===== src/include/sync_serial_pkg.sv =====
// shared constants for the synchronous serial mode and status block
package sync_serial_pkg;
  // bus geometry
  localparam int          ADDR_W         = 4;
  localparam logic [3:0]  CTRL_OFS       = 4'h0;   // serial_mode_and_status_word
  localparam logic [3:0]  TXB_OFS        = 4'h4;   // tx_holding_buffer
  localparam logic [3:0]  RXB_OFS        = 4'h8;   // rx_holding_buffer (read only)
  localparam logic [3:0]  BAUD_OFS       = 4'hc;   // half period reload for master clock
  localparam logic [1:0]  RESP_OKAY      = 2'h0;
  localparam logic [1:0]  RESP_SLVERR    = 2'h2;

  // control word, both views
  localparam int          ENABLE_BIT     = 15;
  localparam int          MASTER_SEL_BIT = 14;
  localparam int          AUTO_CLR_BIT   = 12;     // configuration view
  localparam int          BAUD_CHK_BIT   = 11;
  localparam int          SAMP_CHK_BIT   = 10;
  localparam int          OVR_CHK_BIT    = 9;
  localparam int          UND_CHK_BIT    = 8;
  localparam int          LOOP_BIT       = 7;
  localparam int          IDLE_LVL_BIT   = 6;
  localparam int          EDGE_SEL_BIT   = 5;
  localparam int          ORDER_BIT      = 4;
  localparam int          WIDTH_MSB      = 3;      // frame_width_sel is [3:0]
  localparam int          ACTIVE_BIT     = 12;     // operating view
  localparam int          FLAG_LSB       = 8;      // flags occupy [11:8]
  localparam int          F_BAUD         = 3;      // index inside the flag nibble
  localparam int          F_GLITCH       = 2;
  localparam int          F_OVR          = 1;
  localparam int          F_UND          = 0;
  localparam logic [15:0] CFG_MASK       = 16'h1fff;

  // reset values
  localparam logic [15:0] CTRL_RESET     = 16'h0000;
  localparam logic [15:0] BAUD_RESET     = 16'h0001;
  localparam logic [15:0] BUF_RESET      = 16'h0000;

  // slave rate check: error beyond this factor either way
  localparam int          BAUD_FACTOR_SH = 1;      // factor 2 as a shift
endpackage


===== src/logic/sync_serial_mode_control.sv =====
// synchronous serial shift unit with dual-view mode and status word, AXI4-Lite slave
`timescale 1ns/1ps
`default_nettype none
module sync_serial_mode_control
  import sync_serial_pkg::*;
(
  input  wire logic              i_clk,
  input  wire logic              i_nrst,
  input  wire logic              i_awvalid,
  output logic                   o_awready,
  input  wire logic [ADDR_W-1:0] i_awaddr,
  input  wire logic              i_wvalid,
  output logic                   o_wready,
  input  wire logic [31:0]       i_wdata,
  input  wire logic [3:0]        i_wstrb,
  output logic                   o_bvalid,
  input  wire logic              i_bready,
  output logic [1:0]             o_bresp,
  input  wire logic              i_arvalid,
  output logic                   o_arready,
  input  wire logic [ADDR_W-1:0] i_araddr,
  output logic                   o_rvalid,
  input  wire logic              i_rready,
  output logic [31:0]            o_rdata,
  output logic [1:0]             o_rresp,
  input  wire logic              i_clock_pin,
  output logic                   o_master_clock_out,
  output logic                   o_clock_pin_oe,
  input  wire logic              i_master_out_pin,
  output logic                   o_master_out_pin,
  output logic                   o_master_out_pin_oe,
  input  wire logic              i_master_in_pin,
  output logic                   o_master_in_pin,
  output logic                   o_master_in_pin_oe,
  output logic                   o_tx_reload_request,
  output logic                   o_rx_full_request
);

  // picks a frame bit position; data stays right aligned either way
  function automatic logic [3:0] pos(input logic [4:0] k, input logic msb_first,
                                     input logic [3:0] last);
    pos = msb_first ? (last - k[3:0]) : k[3:0];
  endfunction

  // pin synchronisers, first stage read only by the second
  logic        clk_s1_q, clk_s2_q, clk_s3_q;   // s3 is history for edge finding
  logic        mo_s1_q,  mo_s2_q;              // master_out_pin sampled
  logic        mi_s1_q,  mi_s2_q;              // master_in_pin sampled

  // bus state
  logic              aw_have_q, aw_have_d;     // write address held
  logic [ADDR_W-1:0] aw_addr_q, aw_addr_d;
  logic              w_have_q,  w_have_d;      // write data held
  logic [15:0]       w_data_q,  w_data_d;
  logic [1:0]        w_strb_q,  w_strb_d;      // only the low two lanes matter
  logic              awready_q, awready_d;
  logic              wready_q,  wready_d;
  logic              bvalid_q,  bvalid_d;
  logic [1:0]        bresp_q,   bresp_d;
  logic              arready_q, arready_d;
  logic              rvalid_q,  rvalid_d;
  logic [31:0]       rdata_q,   rdata_d;
  logic [1:0]        rresp_q,   rresp_d;

  // mode word and engine state
  logic        enable_q,   enable_d;           // view select and run permission
  logic        master_q,   master_d;           // clock_master_sel
  logic [15:0] cfg_q,      cfg_d;              // configuration view, bits 12..0
  logic        active_q,   active_d;           // transfer_active
  logic [3:0]  flags_q,    flags_d;            // baud, glitch, overrun, underrun
  logic [4:0]  count_q,    count_d;            // bits latched, shift_count low 4
  logic [4:0]  out_idx_q,  out_idx_d;          // bits driven so far
  logic        run_q,      run_d;              // frame actually shifting
  logic [15:0] tx_sh_q,    tx_sh_d;
  logic [15:0] rx_sh_q,    rx_sh_d;
  logic [15:0] txb_q,      txb_d;              // tx_holding_buffer
  logic        txb_full_q, txb_full_d;
  logic [15:0] rxb_q,      rxb_d;              // rx_holding_buffer
  logic        rxb_unread_q, rxb_unread_d;
  logic [15:0] baud_q,     baud_d;             // master half period minus one
  logic [15:0] half_cnt_q, half_cnt_d;
  logic        phase_q,    phase_d;            // 1 while clock away from idle
  logic [19:0] meas_q,     meas_d;             // slave bit period measurement
  logic        latch_chk_q, latch_chk_d;       // check input one cycle after latch
  logic        latch_bit_q, latch_bit_d;
  logic        dout_q,     dout_d;             // serial data driven out
  logic        clk_out_q,  clk_out_d;
  logic        clk_oe_q,   clk_oe_d;
  logic        mo_oe_q,    mo_oe_d;
  logic        mi_oe_q,    mi_oe_d;
  logic        txreq_q,    txreq_d;
  logic        rxreq_q,    rxreq_d;

  // combinational helpers
  logic [15:0] ctrl_view;                      // word as software sees it now
  logic [15:0] wmask;
  logic [15:0] nv;                             // merged write value
  logic        wr_en, wr_ctrl;
  logic [15:0] wr_cfg_val;
  logic        in_bit, m_tick, s_lvl, s_prev;
  logic        lead_ev, trail_ev, out_ev, lat_ev, go, live, fin;
  logic [4:0]  width;
  logic [19:0] expect_per;
  logic [3:0]  flag_set;

  // synchronisers, no reset needed: they settle within three cycles
  always_ff @(posedge i_clk) begin
    clk_s1_q <= i_clock_pin;
    clk_s2_q <= clk_s1_q;
    clk_s3_q <= clk_s2_q;
    mo_s1_q  <= i_master_out_pin;
    mo_s2_q  <= mo_s1_q;
    mi_s1_q  <= i_master_in_pin;
    mi_s2_q  <= mi_s1_q;
  end

  // read view depends on the enable bit as stored now
  always_comb begin
    if (enable_q) begin
      ctrl_view = {1'b1, master_q, 1'b0, active_q, flags_q, 4'h0, count_q[3:0]};
    end else begin
      ctrl_view = {1'b0, master_q, 1'b0, cfg_q[12:0]};
    end
  end

  // next state for bus and engine together, since writes steer the engine
  always_comb begin
    aw_have_d = aw_have_q;  aw_addr_d = aw_addr_q;
    w_have_d  = w_have_q;   w_data_d  = w_data_q;   w_strb_d = w_strb_q;
    bvalid_d  = bvalid_q;   bresp_d   = bresp_q;
    rvalid_d  = rvalid_q;   rdata_d   = rdata_q;    rresp_d  = rresp_q;
    enable_d  = enable_q;   master_d  = master_q;   cfg_d    = cfg_q;
    active_d  = active_q;   flags_d   = flags_q;    count_d  = count_q;
    out_idx_d = out_idx_q;  run_d     = run_q;      tx_sh_d  = tx_sh_q;
    rx_sh_d   = rx_sh_q;    txb_d     = txb_q;      txb_full_d = txb_full_q;
    rxb_d     = rxb_q;      rxb_unread_d = rxb_unread_q;
    baud_d    = baud_q;     half_cnt_d = half_cnt_q; phase_d = phase_q;
    meas_d    = meas_q;     latch_bit_d = latch_bit_q; dout_d = dout_q;
    latch_chk_d = 1'b0;
    txreq_d   = 1'b0;
    rxreq_d   = 1'b0;
    flag_set  = 4'h0;
    wr_ctrl   = 1'b0;
    wr_cfg_val = 16'h0000;
    nv        = 16'h0000;

    // read channel; a read of the rx buffer marks it consumed
    if (rvalid_q && i_rready) begin
      rvalid_d = 1'b0;
    end
    if (i_arvalid && arready_q) begin
      rvalid_d = 1'b1;
      rresp_d  = RESP_OKAY;
      case (i_araddr)
        CTRL_OFS: rdata_d = {16'h0000, ctrl_view};
        TXB_OFS:  rdata_d = {16'h0000, txb_q};
        RXB_OFS: begin
          rdata_d      = {16'h0000, rxb_q};
          rxb_unread_d = 1'b0;
        end
        BAUD_OFS: rdata_d = {16'h0000, baud_q};
        default: begin
          rdata_d = 32'h0000_0000;
          rresp_d = RESP_SLVERR;            // unmapped address
        end
      endcase
    end

    // pin view: loop routes own output back in
    in_bit   = cfg_q[LOOP_BIT] ? dout_q : (master_q ? mi_s2_q : mo_s2_q);
    width    = {1'b0, cfg_q[WIDTH_MSB:0]} + 5'h01;
    m_tick   = run_q && master_q && (half_cnt_q == 16'h0000);
    s_lvl    = clk_s2_q ^ cfg_q[IDLE_LVL_BIT];   // 0 means idle level
    s_prev   = clk_s3_q ^ cfg_q[IDLE_LVL_BIT];
    lead_ev  = master_q ? (m_tick && !phase_q) : (s_lvl && !s_prev);
    trail_ev = master_q ? (m_tick && phase_q) : (!s_lvl && s_prev);
    out_ev   = cfg_q[EDGE_SEL_BIT] ? trail_ev : lead_ev;
    lat_ev   = cfg_q[EDGE_SEL_BIT] ? lead_ev : trail_ev;
    expect_per = ({4'h0, baud_q} + 20'h00001) << 1;

    // master clock generator, half period from the baud register
    if (run_q && master_q) begin
      if (m_tick) begin
        half_cnt_d = baud_q;
        phase_d    = !phase_q;
      end else begin
        half_cnt_d = half_cnt_q - 16'h0001;
      end
    end

    // slave with late-phase edges must show its first bit before the clock
    if (enable_q && !run_q && !master_q && cfg_q[EDGE_SEL_BIT] && txb_full_q) begin
      dout_d = txb_q[pos(5'h00, cfg_q[ORDER_BIT], cfg_q[WIDTH_MSB:0])];
    end

    // frame start: master once the tx buffer holds a word, slave on its first active clock edge
    go = enable_q && !run_q && (master_q ? txb_full_q : lead_ev);
    if (go) begin
      run_d      = 1'b1;
      active_d   = 1'b1;
      txreq_d    = 1'b1;
      count_d    = 5'h00;
      out_idx_d  = 5'h00;
      meas_d     = 20'h00000;
      half_cnt_d = baud_q;
      phase_d    = 1'b0;
      if (txb_full_q) begin
        tx_sh_d    = txb_q;
        txb_full_d = 1'b0;
      end else if (cfg_q[UND_CHK_BIT]) begin
        flag_set[F_UND] = 1'b1;
      end
      if (cfg_q[EDGE_SEL_BIT]) begin
        dout_d    = tx_sh_d[pos(5'h00, cfg_q[ORDER_BIT], cfg_q[WIDTH_MSB:0])];
        out_idx_d = 5'h01;
      end
    end

    // shift and latch; the last driven bit simply stays on the line
    live = run_q || go;
    if (live && out_ev && (out_idx_d < width)) begin
      dout_d    = tx_sh_d[pos(out_idx_d, cfg_q[ORDER_BIT], cfg_q[WIDTH_MSB:0])];
      out_idx_d = out_idx_d + 5'h01;
    end
    if (live && lat_ev && (count_d < width)) begin
      rx_sh_d[pos(count_d, cfg_q[ORDER_BIT], cfg_q[WIDTH_MSB:0])] = in_bit;
      count_d     = count_d + 5'h01;
      latch_chk_d = 1'b1;
      latch_bit_d = in_bit;
    end

    // sampled bit must still hold one cycle after the latch edge
    if (latch_chk_q && (in_bit != latch_bit_q) && cfg_q[SAMP_CHK_BIT]) begin
      flag_set[F_GLITCH] = 1'b1;
    end

    // master finishes when its clock is back at idle
    fin = live && (count_d == width) && (master_q ? trail_ev : lat_ev);
    if (fin) begin
      run_d        = 1'b0;
      phase_d      = 1'b0;
      rxb_d        = rx_sh_d;
      rxreq_d      = 1'b1;
      if (rxb_unread_d && cfg_q[OVR_CHK_BIT]) begin
        flag_set[F_OVR] = 1'b1;
      end
      rxb_unread_d = 1'b1;
      active_d     = txb_full_d;
    end

    // slave rate check between leading edges of one frame
    if (run_q && !master_q) begin
      if (lead_ev) begin
        meas_d = 20'h00000;
        if (cfg_q[BAUD_CHK_BIT] && ((meas_q > (expect_per << BAUD_FACTOR_SH))
            || (meas_q < (expect_per >> BAUD_FACTOR_SH)))) begin
          flag_set[F_BAUD] = 1'b1;
          if (cfg_q[AUTO_CLR_BIT]) begin
            run_d     = 1'b0;
            active_d  = 1'b0;
            count_d   = 5'h00;
            out_idx_d = 5'h00;
            rxreq_d   = 1'b0;
          end
        end
      end else if (meas_q != 20'hfffff) begin
        meas_d = meas_q + 20'h00001;
      end
    end

    // write channel: address and data in either order, response after both
    if (bvalid_q && i_bready) begin
      bvalid_d = 1'b0;
    end
    if (i_awvalid && awready_q) begin
      aw_have_d = 1'b1;
      aw_addr_d = i_awaddr;
    end
    if (i_wvalid && wready_q) begin
      w_have_d = 1'b1;
      w_data_d = i_wdata[15:0];
      w_strb_d = i_wstrb[1:0];
    end
    wr_en = aw_have_d && w_have_d && !bvalid_d;
    wmask = {{8{w_strb_d[1]}}, {8{w_strb_d[0]}}};
    if (wr_en) begin
      aw_have_d = 1'b0;
      w_have_d  = 1'b0;
      bvalid_d  = 1'b1;
      bresp_d   = RESP_OKAY;
      case (aw_addr_d)
        CTRL_OFS: begin
          wr_ctrl = 1'b1;
          nv = (ctrl_view & ~wmask) | (w_data_d & wmask);
          wr_cfg_val = nv & CFG_MASK;
          if (enable_q) begin
            flags_d = flags_q & nv[FLAG_LSB+3:FLAG_LSB]; // zero clears
          end else begin
            cfg_d = wr_cfg_val;
          end
          enable_d = nv[ENABLE_BIT];
          master_d = nv[MASTER_SEL_BIT];
        end
        TXB_OFS: begin
          txb_d      = (txb_q & ~wmask) | (w_data_d & wmask);
          txb_full_d = 1'b1;
        end
        RXB_OFS: bresp_d = RESP_OKAY;           // read only, write dropped
        BAUD_OFS: baud_d = (baud_q & ~wmask) | (w_data_d & wmask);
        default: bresp_d = RESP_SLVERR;
      endcase
    end

    // a hardware set in the clearing cycle wins
    flags_d = flags_d | flag_set;

    // switching off halts shifting at once and drops busy
    if (!enable_d) begin
      run_d     = 1'b0;
      active_d  = 1'b0;
      phase_d   = 1'b0;
      count_d   = 5'h00;
      out_idx_d = 5'h00;
    end

    awready_d = !aw_have_d && !bvalid_d;
    wready_d  = !w_have_d && !bvalid_d;
    arready_d = !rvalid_d;
    clk_out_d = cfg_d[IDLE_LVL_BIT] ^ phase_d;
    clk_oe_d  = enable_d && master_d;
    mo_oe_d   = enable_d && master_d;
    mi_oe_d   = enable_d && !master_d;
  end

  // register everything; synchronous active-low reset
  always_ff @(posedge i_clk) begin
    if (!i_nrst) begin
      aw_have_q <= 1'b0;   aw_addr_q <= '0;      w_have_q <= 1'b0;
      w_data_q  <= BUF_RESET; w_strb_q <= 2'h0;
      awready_q <= 1'b0;   wready_q  <= 1'b0;    bvalid_q <= 1'b0;
      bresp_q   <= RESP_OKAY; arready_q <= 1'b0; rvalid_q <= 1'b0;
      rdata_q   <= 32'h0000_0000; rresp_q <= RESP_OKAY;
      enable_q  <= CTRL_RESET[ENABLE_BIT];
      master_q  <= CTRL_RESET[MASTER_SEL_BIT];
      cfg_q     <= CTRL_RESET & CFG_MASK;
      active_q  <= 1'b0;   flags_q   <= 4'h0;    count_q  <= 5'h00;
      out_idx_q <= 5'h00;  run_q     <= 1'b0;    tx_sh_q  <= BUF_RESET;
      rx_sh_q   <= BUF_RESET; txb_q  <= BUF_RESET; txb_full_q <= 1'b0;
      rxb_q     <= BUF_RESET; rxb_unread_q <= 1'b0; baud_q <= BAUD_RESET;
      half_cnt_q <= 16'h0000; phase_q <= 1'b0;   meas_q   <= 20'h00000;
      latch_chk_q <= 1'b0; latch_bit_q <= 1'b0;  dout_q   <= 1'b0;
      clk_out_q <= 1'b0;   clk_oe_q  <= 1'b0;    mo_oe_q  <= 1'b0;
      mi_oe_q   <= 1'b0;   txreq_q   <= 1'b0;    rxreq_q  <= 1'b0;
    end else begin
      aw_have_q <= aw_have_d; aw_addr_q <= aw_addr_d; w_have_q <= w_have_d;
      w_data_q  <= w_data_d;  w_strb_q  <= w_strb_d;
      awready_q <= awready_d; wready_q  <= wready_d;  bvalid_q <= bvalid_d;
      bresp_q   <= bresp_d;   arready_q <= arready_d; rvalid_q <= rvalid_d;
      rdata_q   <= rdata_d;   rresp_q   <= rresp_d;
      enable_q  <= enable_d;  master_q  <= master_d;  cfg_q    <= cfg_d;
      active_q  <= active_d;  flags_q   <= flags_d;   count_q  <= count_d;
      out_idx_q <= out_idx_d; run_q     <= run_d;     tx_sh_q  <= tx_sh_d;
      rx_sh_q   <= rx_sh_d;   txb_q     <= txb_d;     txb_full_q <= txb_full_d;
      rxb_q     <= rxb_d;     rxb_unread_q <= rxb_unread_d; baud_q <= baud_d;
      half_cnt_q <= half_cnt_d; phase_q <= phase_d;   meas_q   <= meas_d;
      latch_chk_q <= latch_chk_d; latch_bit_q <= latch_bit_d; dout_q <= dout_d;
      clk_out_q <= clk_out_d; clk_oe_q  <= clk_oe_d;  mo_oe_q  <= mo_oe_d;
      mi_oe_q   <= mi_oe_d;   txreq_q   <= txreq_d;   rxreq_q  <= rxreq_d;
    end
  end

  // ports straight from flops
  assign o_awready           = awready_q;
  assign o_wready            = wready_q;
  assign o_bvalid            = bvalid_q;
  assign o_bresp             = bresp_q;
  assign o_arready           = arready_q;
  assign o_rvalid            = rvalid_q;
  assign o_rdata             = rdata_q;
  assign o_rresp             = rresp_q;
  assign o_master_clock_out  = clk_out_q;
  assign o_clock_pin_oe      = clk_oe_q;
  assign o_master_out_pin    = dout_q;
  assign o_master_out_pin_oe = mo_oe_q;
  assign o_master_in_pin     = dout_q;
  assign o_master_in_pin_oe  = mi_oe_q;
  assign o_tx_reload_request = txreq_q;
  assign o_rx_full_request   = rxreq_q;

  // checks next to the logic they guard
  property p_halt_when_off;
    @(posedge i_clk) disable iff (!i_nrst) !enable_q |=> !run_q;
  endproperty
  a_halt_when_off: assert property (p_halt_when_off) else $error("shifting while off");

  property p_cfg_then_on;
    @(posedge i_clk) disable iff (!i_nrst)
      (wr_ctrl && !enable_q && nv[ENABLE_BIT]) |=> (enable_q && cfg_q == $past(wr_cfg_val));
  endproperty
  a_cfg_then_on: assert property (p_cfg_then_on) else $error("config write lost on enable");

  property p_clock_drive;
    @(posedge i_clk) disable iff (!i_nrst) o_clock_pin_oe == (enable_q && master_q);
  endproperty
  a_clock_drive: assert property (p_clock_drive) else $error("clock pin drive wrong");

  property p_idle_level;
    @(posedge i_clk) disable iff (!i_nrst)
      (!run_q && enable_q && master_q) |-> o_master_clock_out == cfg_q[IDLE_LVL_BIT];
  endproperty
  a_idle_level: assert property (p_idle_level) else $error("idle clock level wrong");

  property p_busy_cover;
    @(posedge i_clk) disable iff (!i_nrst) run_q |-> active_q;
  endproperty
  a_busy_cover: assert property (p_busy_cover) else $error("busy low during transfer");

  property p_reload_at_start;
    @(posedge i_clk) disable iff (!i_nrst)
      o_tx_reload_request |-> (run_q && active_q && $past(!run_q || fin));
  endproperty
  a_reload_at_start: assert property (p_reload_at_start) else $error("reload not at start");

  property p_rx_full_end;
    @(posedge i_clk) disable iff (!i_nrst)
      o_rx_full_request |-> (!run_q && rxb_unread_q && $past(count_d) == $past(width));
  endproperty
  a_rx_full_end: assert property (p_rx_full_end) else $error("rx request off frame end");

  property p_count_bound;
    @(posedge i_clk) disable iff (!i_nrst) run_q |-> count_q <= width;
  endproperty
  a_count_bound: assert property (p_count_bound) else $error("shift count past width");

  property p_ovr_gated;
    @(posedge i_clk) disable iff (!i_nrst) $rose(flags_q[F_OVR]) |-> cfg_q[OVR_CHK_BIT];
  endproperty
  a_ovr_gated: assert property (p_ovr_gated) else $error("overrun flag without check");

  property p_reset_zero;
    @(posedge i_clk) disable iff (!i_nrst)
      $rose(i_nrst) |-> (!enable_q && !master_q && cfg_q == 16'h0000);
  endproperty
  a_reset_zero: assert property (p_reset_zero) else $error("word not zero after reset");

endmodule
`default_nettype wire


===== config.mk =====
export PLATFORM = sky130hd
export DESIGN_NAME = sync_serial_mode_control
export DESIGN_NICKNAME = d
export VERILOG_FILES = /design/src/include/sync_serial_pkg.sv /design/src/logic/sync_serial_mode_control.sv
export SDC_FILE = /design/constraint.sdc
export NUM_CORES = 1
export LEC_CHECK = 0
export BUFFER_PORTS_ARGS = -buffer_cell sky130_fd_sc_hd__buf_4
export CAP_MARGIN = 20
export CORE_ASPECT_RATIO = 0.8
export CORE_UTILIZATION = 40
export CTS_BUF_LIST = sky130_fd_sc_hd__clkbuf_4
export DETAILED_ROUTE_END_ITERATION = 10
export PLACE_DENSITY_LB_ADDON = 0.1
export SYNTH_ARGS = -nofsm -noshare
export SYNTH_HDL_FRONTEND = slang
export SYNTH_SLANG_ARGS = --single-unit

===== constraint.sdc =====
create_clock -name i_clk -period 3.5 [get_ports i_clk]
set_input_delay 0.525 -clock i_clk [delete_from_list [all_inputs] [get_ports i_clk]]
set_output_delay 0.525 -clock i_clk [all_outputs]
set_load 0.01 [all_outputs]

==> results_dict.tcl, run 1 <==
set metrics [dict create \
    ys_ff_latch 212 \
    synthArstFlopShare 0 \
    p_leak_nw 6.019 \
    min_path_type "in -> reg" \
    cts_buffers 57 \
    power_frac_comb 0.062 \
    cts.sinks 212 \
    tightest_slew_ns 1.004 \
    initial_core_util 0.4121 \
    netSwitchingPower_mw 1.292 \
    gr-usage-met2 0.3616 \
    dp_cells 1893 \
    violations "negative setup slack" \
    die_x_um 194.2 \
    drive_gt1_frac 0.2605 \
    grt_first_pass_wirelength_um 59260 \
    dieArea_um2 30260 \
    final_nets 1725 \
    core_um2 28700 \
    synth_area_leaders "dfxtp_1 (36%), ha_1 (6.2%), mux2i_1 (5.7%)" \
    setup_viol_count_final 25 \
    fin_crit_ns 3.864 \
    place.gp.congestion 0.8989 \
    synth.cells.most_frequent "dfxtp_1 (212), nor2_1 (169), nand2_1 (153)" \
    status "complete, but fails checks" \
    period_share 1.104 \
    final_core_util 0.5180 \
    cts_tree "built" \
    intPower_mw 3.556 \
    fin_worst_skew_ns 0.06833 \
    synth-seq-area-share 0.3589 \
    synth_top_area_share 0.3589 \
    ys.flop_type "dfxtp_1" \
    netlist.top_cell.by_area "dfxtp_1" \
    grt_pass1_vias 10280 \
    pwr-share-seq 0.507 \
    path_clk_slew_ns 0.06 \
    nFillCells 2753 \
    grt_max_degree 75 \
    vdd_drop_max_mv 0.2540 \
    ant_nets 0 \
    startpoint_type "register" \
    num_vias 11110 \
    crit_arrival_ns 4.45 \
    fin_hold_ws_ns 0.05848 \
    rsz0062_at_grt "true" \
    htreeDepth 2 \
    synth_cell_types 78 \
    startpoint "half_cnt_q[6]" \
    p_clk_frac 0.431 \
    dp_slack_ns -0.3925 \
    root_buffer "clkbuf_4" \
    cts.path.max_buffers 3 \
    relSlewSlack 0.3310 \
    r2r_end "rxb_q[9]" \
    synth.avg_cell_area_um2 8.382 \
    grt.overflow.total 0 \
    viasPerCell 5.507 \
    setup_ws_ns -0.3637 \
    top_usage_layer "met1" \
    stdcell_count 2018 \
    io_pins 103 \
    max_cap_viol_count 0 \
    hpwl_um 28180 \
    r2r_cells 16 \
    reg2reg_from "half_cnt_q[6]" \
    path_max_fanout 8 \
    first_pass_iters 6 \
    switching_share 0.2665 \
    final_hold_viol_count 0 \
    critPathCapture "rxb_q[9]" \
    drtIter0Drc 1025 \
    rows 55 \
    seqCellArea_um2 4253 \
    routed_wl_um 38720 \
    yosysWarnings 0 \
    use_met3 0.04431 \
    antenna_found_initial 2 \
    synth_most_common_cell "dfxtp_1" \
    synthCells 1411 \
    synth_edf_count 0 \
    portBuffers 66 \
    crit_path_end_kind "register" \
    use_met1 0.3822 \
    critical_path_class "reg -> reg" \
    drv_slew 0 \
    avgRoutedWirePerCell_um 19.19 \
    grt_usage 0.2538 \
    clock.fmax_mhz 258.8 \
    power.density_nw_per_um2 326.1 \
    clk_latency_ns 0.76 \
    die_h_um 155.8 \
    rrSetupSlack_ns -0.36 \
    required_ns 4.09 \
    area_growth_pct 25.70 \
    drc 0 \
    netlist_area_um2 11830 \
    multiInputGateArea_um2 7619 \
]
==> final cells by class <==
type / count / area share
Antenna cell: 1 / 0.0001683
Clock inverter: 20 / 0.005723
Sequential cell: 212 / 0.2861
Multi-Input combinational cell: 1089 / 0.5125
Clock buffer: 76 / 0.03838
Inverter: 33 / 0.008501
Tap cell: 370 / 0.03114
Timing Repair Buffer: 217 / 0.1175
==> worst min-delay path by stage <==
stage	start	to	slack, ns	depth (start not counted)
3_5_place_dp	mo_s1_q	mo_s2_q	0.31	0
6_report	i_awaddr[2]	aw_addr_q[2]	0.06	3
3_3_place_gp	mo_s1_q	mo_s2_q	0.31	0
5_1_grt	i_awaddr[2]	aw_addr_q[2]	0.03	3
2_1_floorplan	clk_s1_q	clk_s2_q	0.31	0
4_1_cts	i_awaddr[2]	aw_addr_q[2]	0.004	3
==> cells by family (layout without fill, tap and decap cells) <==
group / count (synthesis) / after routing / synth area share
fa+ha+maj: 61 / 61 / 0.06581
mux: 112 / 112 / 0.1043
flops: 212 / 212 / 0.3589
simple gates: 535 / 535 / 0.2165
other cells: 1 / 19 / 0.0003171
xor+xnor: 43 / 43 / 0.03311
buf+inv: 127 / 346 / 0.04898
compound gates: 320 / 320 / 0.1721
==> layout by cell type (no fill, tap or decap), drive strengths merged, types with 6 or more instances in the layout <==
| master | instances |
|---|---|
| a21oi | 110 |
| conb | 18 |
| clkinv | 19 |
| and3 | 14 |
| a221oi | 7 |
| a22oi | 31 |
| nor2 | 169 |
| a31oi | 10 |
| nor2b | 14 |
| mux2i | 67 |
| and2 | 33 |
| nor3 | 18 |
| nor4 | 9 |
| xnor2 | 22 |
| nor3b | 6 |
| buf | 211 |
| or2 | 6 |
| nand4 | 20 |
| o21ai | 73 |
| inv | 34 |
| nand2b | 17 |
| dlygate4sd3 | 6 |
| a21o | 7 |
| nand3 | 42 |
| nand2 | 153 |
| ha | 59 |
| dfxtp | 212 |
| or3 | 17 |
| clkbuf | 76 |
| xor2 | 20 |
| a211oi | 29 |
| o211ai | 7 |
| mux2 | 40 |
==> through the flow <==
stage	setup TNS (ns)	instance area, µm²	power, mW
CTS	-6.269	14380	4.900
global placement	-6.841	13400	2.792
detailed placement	-9.228	13410	2.794
finish	-6.439	14870	4.848
floorplan	-0.9860	11940	2.682
global route	-10.91	14870	5.060
==> critical path, cell delays in order, from the launching register on <==
cell and delay (ns):
dfxtp_2 0.32, or3_4 0.38, or3_4 0.34, or2_4 0.25
nor3_4 0.15, buf_6 0.14, buf_4 0.11, ha_1 0.13
nand2b_4 0.14, a31oi_4 0.15, a2111o_1 0.43, o2bb2ai_4 0.17
xnor2_2 0.21, nand4b_4 0.18, buf_4 0.19, buf_12 0.13
mux2_4 0.29
==> power groups by stage <==
stage | Clock (mW) | Combinational, mW | Sequential (mW)
final | 2.09 | 0.302 | 2.46
after global routing | 2.28 | 0.324 | 2.46
after CTS | 2.15 | 0.292 | 2.46
after detailed placement | 0 | 0.283 | 2.51
after global placement | 0 | 0.281 | 2.51
after floorplan | 0 | 0.173 | 2.51
==> routing by layer <==
layer | part of all wire | vias to the layer above
li1 | - | 5425
met3 | 0.076 | 59
met2 | 0.40 | 360
met5 | 0 | -
met1 | 0.50 | 5270
met4 | 0.022 | 0
==> timing repair <==
item / CTS / global route
hold buffers: 6 / 0
pin swaps: 9 / 27
gates cloned: 1 / 1
setup buffers: 8 / 12
endpoints found under the setup margin: 48 / 50
resized for setup: 34 / 102
endpoints found under the hold margin: 6 / 0
Power figures use the tool's default switching activity.
==> run 2: changes to the inputs <==
==> constraint.sdc (replaced) <==
create_clock -name i_clk -period 4.1 [get_ports i_clk]
set_input_delay 0.615 -clock i_clk [delete_from_list [all_inputs] [get_ports i_clk]]
set_output_delay 0.615 -clock i_clk [all_outputs]
set_load 0.01 [all_outputs]
==> run 2 against run 1 <==
The flow now finishes without violations. Global-route usage shrank 0.75 points. Clock skew shrank 0.013 ns. Die area is the same. Sequential share of layout area grew 2.0 points. Critical endpoint is now rxb_q[0]. Critical path type unchanged. First-iteration DRC count shrank 8.6%.
==> results_dict.tcl, run 2 (synthesized netlist as in run 1, its figures left out) <==
set metrics [dict create \
    min_path_type "in -> reg" \
    die_h_um 155.8 \
    rows 55 \
    startpoint_type "register" \
    p_leak_nw 5.553 \
    use_met3 0.05383 \
    use_met1 0.3692 \
    clock.fmax_mhz 251.9 \
    place.gp.congestion 0.9121 \
    rsz0062_at_grt "true" \
    core_um2 28700 \
    relSlewSlack 0.2752 \
    nFillCells 2864 \
    drv_slew 0 \
    cts_buffers 58 \
    max_cap_viol_count 0 \
    period_share 0.9684 \
    dieArea_um2 30260 \
    initial_core_util 0.4121 \
    grt.overflow.total 0 \
    drive_gt1_frac 0.1878 \
    vdd_drop_max_mv 0.2598 \
    ant_nets 0 \
    io_pins 103 \
    critical_path_class "reg -> reg" \
    gr-usage-met2 0.3469 \
    grt_max_degree 47 \
    cpPeakStageDelay_ns 0.40 \
    grt_usage 0.2463 \
    clk_latency_ns 0.75 \
    top_usage_layer "met1" \
    final_nets 1644 \
    final_common_cell "dfxtp_1" \
    fin_worst_skew_ns 0.05546 \
    portBuffers 66 \
    viasPerCell 5.526 \
    setup_viol_count_final 0 \
    dp_slack_ns 0.02874 \
    grt_pass1_vias 9791 \
    first_pass_iters 5 \
    cpMaxStageDelayCell "nor4_4" \
    drc 0 \
    grt_first_pass_wirelength_um 57750 \
    fin_crit_ns 3.970 \
    crit_chain "or3_4 -> or3_4 -> or2_4 -> nor3_2 -> buf_4 -> ha_4 -> nor2b_2 -> a311oi_2 -> a31oi_4 -> nor4_4 -> xnor2_1 -> mux2_4 -> nand4b_4 -> clkbuf_16 -> mux2_2" \
    cts.sinks 212 \
    power.density_nw_per_um2 305.3 \
    area_growth_pct 17.12 \
    avgRoutedWirePerCell_um 19.42 \
    htreeDepth 2 \
    num_vias 10740 \
    antenna_found_initial 2 \
    crit_path_end_kind "register" \
    path_clk_slew_ns 0.06 \
    final_hold_viol_count 0 \
    totalPowerFinal_mw 4.229 \
    crit_arrival_ns 4.56 \
    hpwl_um 27110 \
    die_x_um 194.2 \
    drtIter0Drc 937 \
    timing.critical_path.mode_cell "or3_4" \
    tightest_slew_ns 1.083 \
    root_buffer "clkbuf_4" \
    cts.path.max_buffers 3 \
    cts_tree "built" \
    status "finished, final reports clean" \
    path_max_fanout 8 \
    routed_wl_um 37740 \
    setup_ws_ns 0.1295 \
    required_ns 4.69 \
    layout_common_cells "dfxtp_1 (211), nor2_1 (169), nand2_1 (153), buf_4 (129), a21oi_1 (110)" \
]
run 2: cell count changes in the layout (fill, tap and decap cells not counted), moves of 6 or more:
cell	delta
buf_4	-67
buf_6	-10
clkbuf_4	+11
dfxtp_1	+6
dfxtp_2	-6
mux2i_1	+8
mux2i_2	-7
nor2_1	+21
nor2_2	-9
nor2_4	-12
run 2: final timing paths:
path	startpoint	endpoint	slack [ns]	depth (start not counted)
min reg2reg	mi_s1_q	mi_s2_q	0.33	0
max reg2reg	half_cnt_q[6]	rxb_q[0]	0.13	15
min	i_awaddr[1]	aw_addr_q[1]	0.15	3
max	half_cnt_q[6]	rxb_q[0]	0.13	15
run 2: final cells by class:
type                            instances  area (µm²)  share of cell area
Clock inverter                         15       66.31            0.004788
Tap cell                              370       462.9             0.03342
Timing Repair Buffer                  135        1069             0.07715
Inverter                               33       126.4            0.009124
Sequential cell                       212        4245              0.3065
Clock buffer                           87       653.1             0.04715
Multi-Input combinational cell       1089        7223              0.5215
Antenna cell                            2       5.005           0.0003613
run 2: timing repair:
action,in CTS,in global routing
gates cloned,0,2
endpoints found under the setup margin,6,30
hold buffers,3,0
setup buffers,2,4
gates resized for setup,2,31
pin swaps,3,7
hold endpoints to repair,3,0
run 2: power breakdown:
group          leakage (nW)  switching, mW  internal, mW
clock network         0.432          0.929         0.966
logic                  3.41          0.149        0.0853
registers              1.71         0.0161          2.08
total                  5.55           1.09          3.14
run 2: worst max-delay path: cells and delay by family (launching register included):
kind                       cells  cell delay (ns)
and+or+nand+nor                7             1.74
DFF                            1             0.32
adders and majority gates      1             0.13
buffers and inverters          2             0.40
xor gates and xnor gates       1             0.15
AOI/OAI and AO/OA              2             0.45
muxes                          2             0.64
run 2: through the flow:
stage	cell area (µm²)	TNS, ns	utilization	hold WS, ns	instances
after floorplan	11890	0	-	0.3096	1428
after global placement	12860	0	0.4482	0.3132	1828
after detailed placement	12860	0	0.4482	0.3147	1828
after CTS	13640	0	0.4754	0.08756	1935
after global routing	13850	-0.4865	0.4827	0.1082	1943
final	13850	0	0.4827	0.1530	1943
run 2: routing by layer:
| layer | vias to the layer above | wire, µm | part of all wire |
|---|---|---|---|
| li1 | 5274 | - | - |
| met1 | 5069 | 19040 | 0.50 |
| met2 | 338 | 15200 | 0.40 |
| met3 | 56 | 2736 | 0.072 |
| met4 | 0 | 763 | 0.020 |
| met5 | - | 0 | 0 |
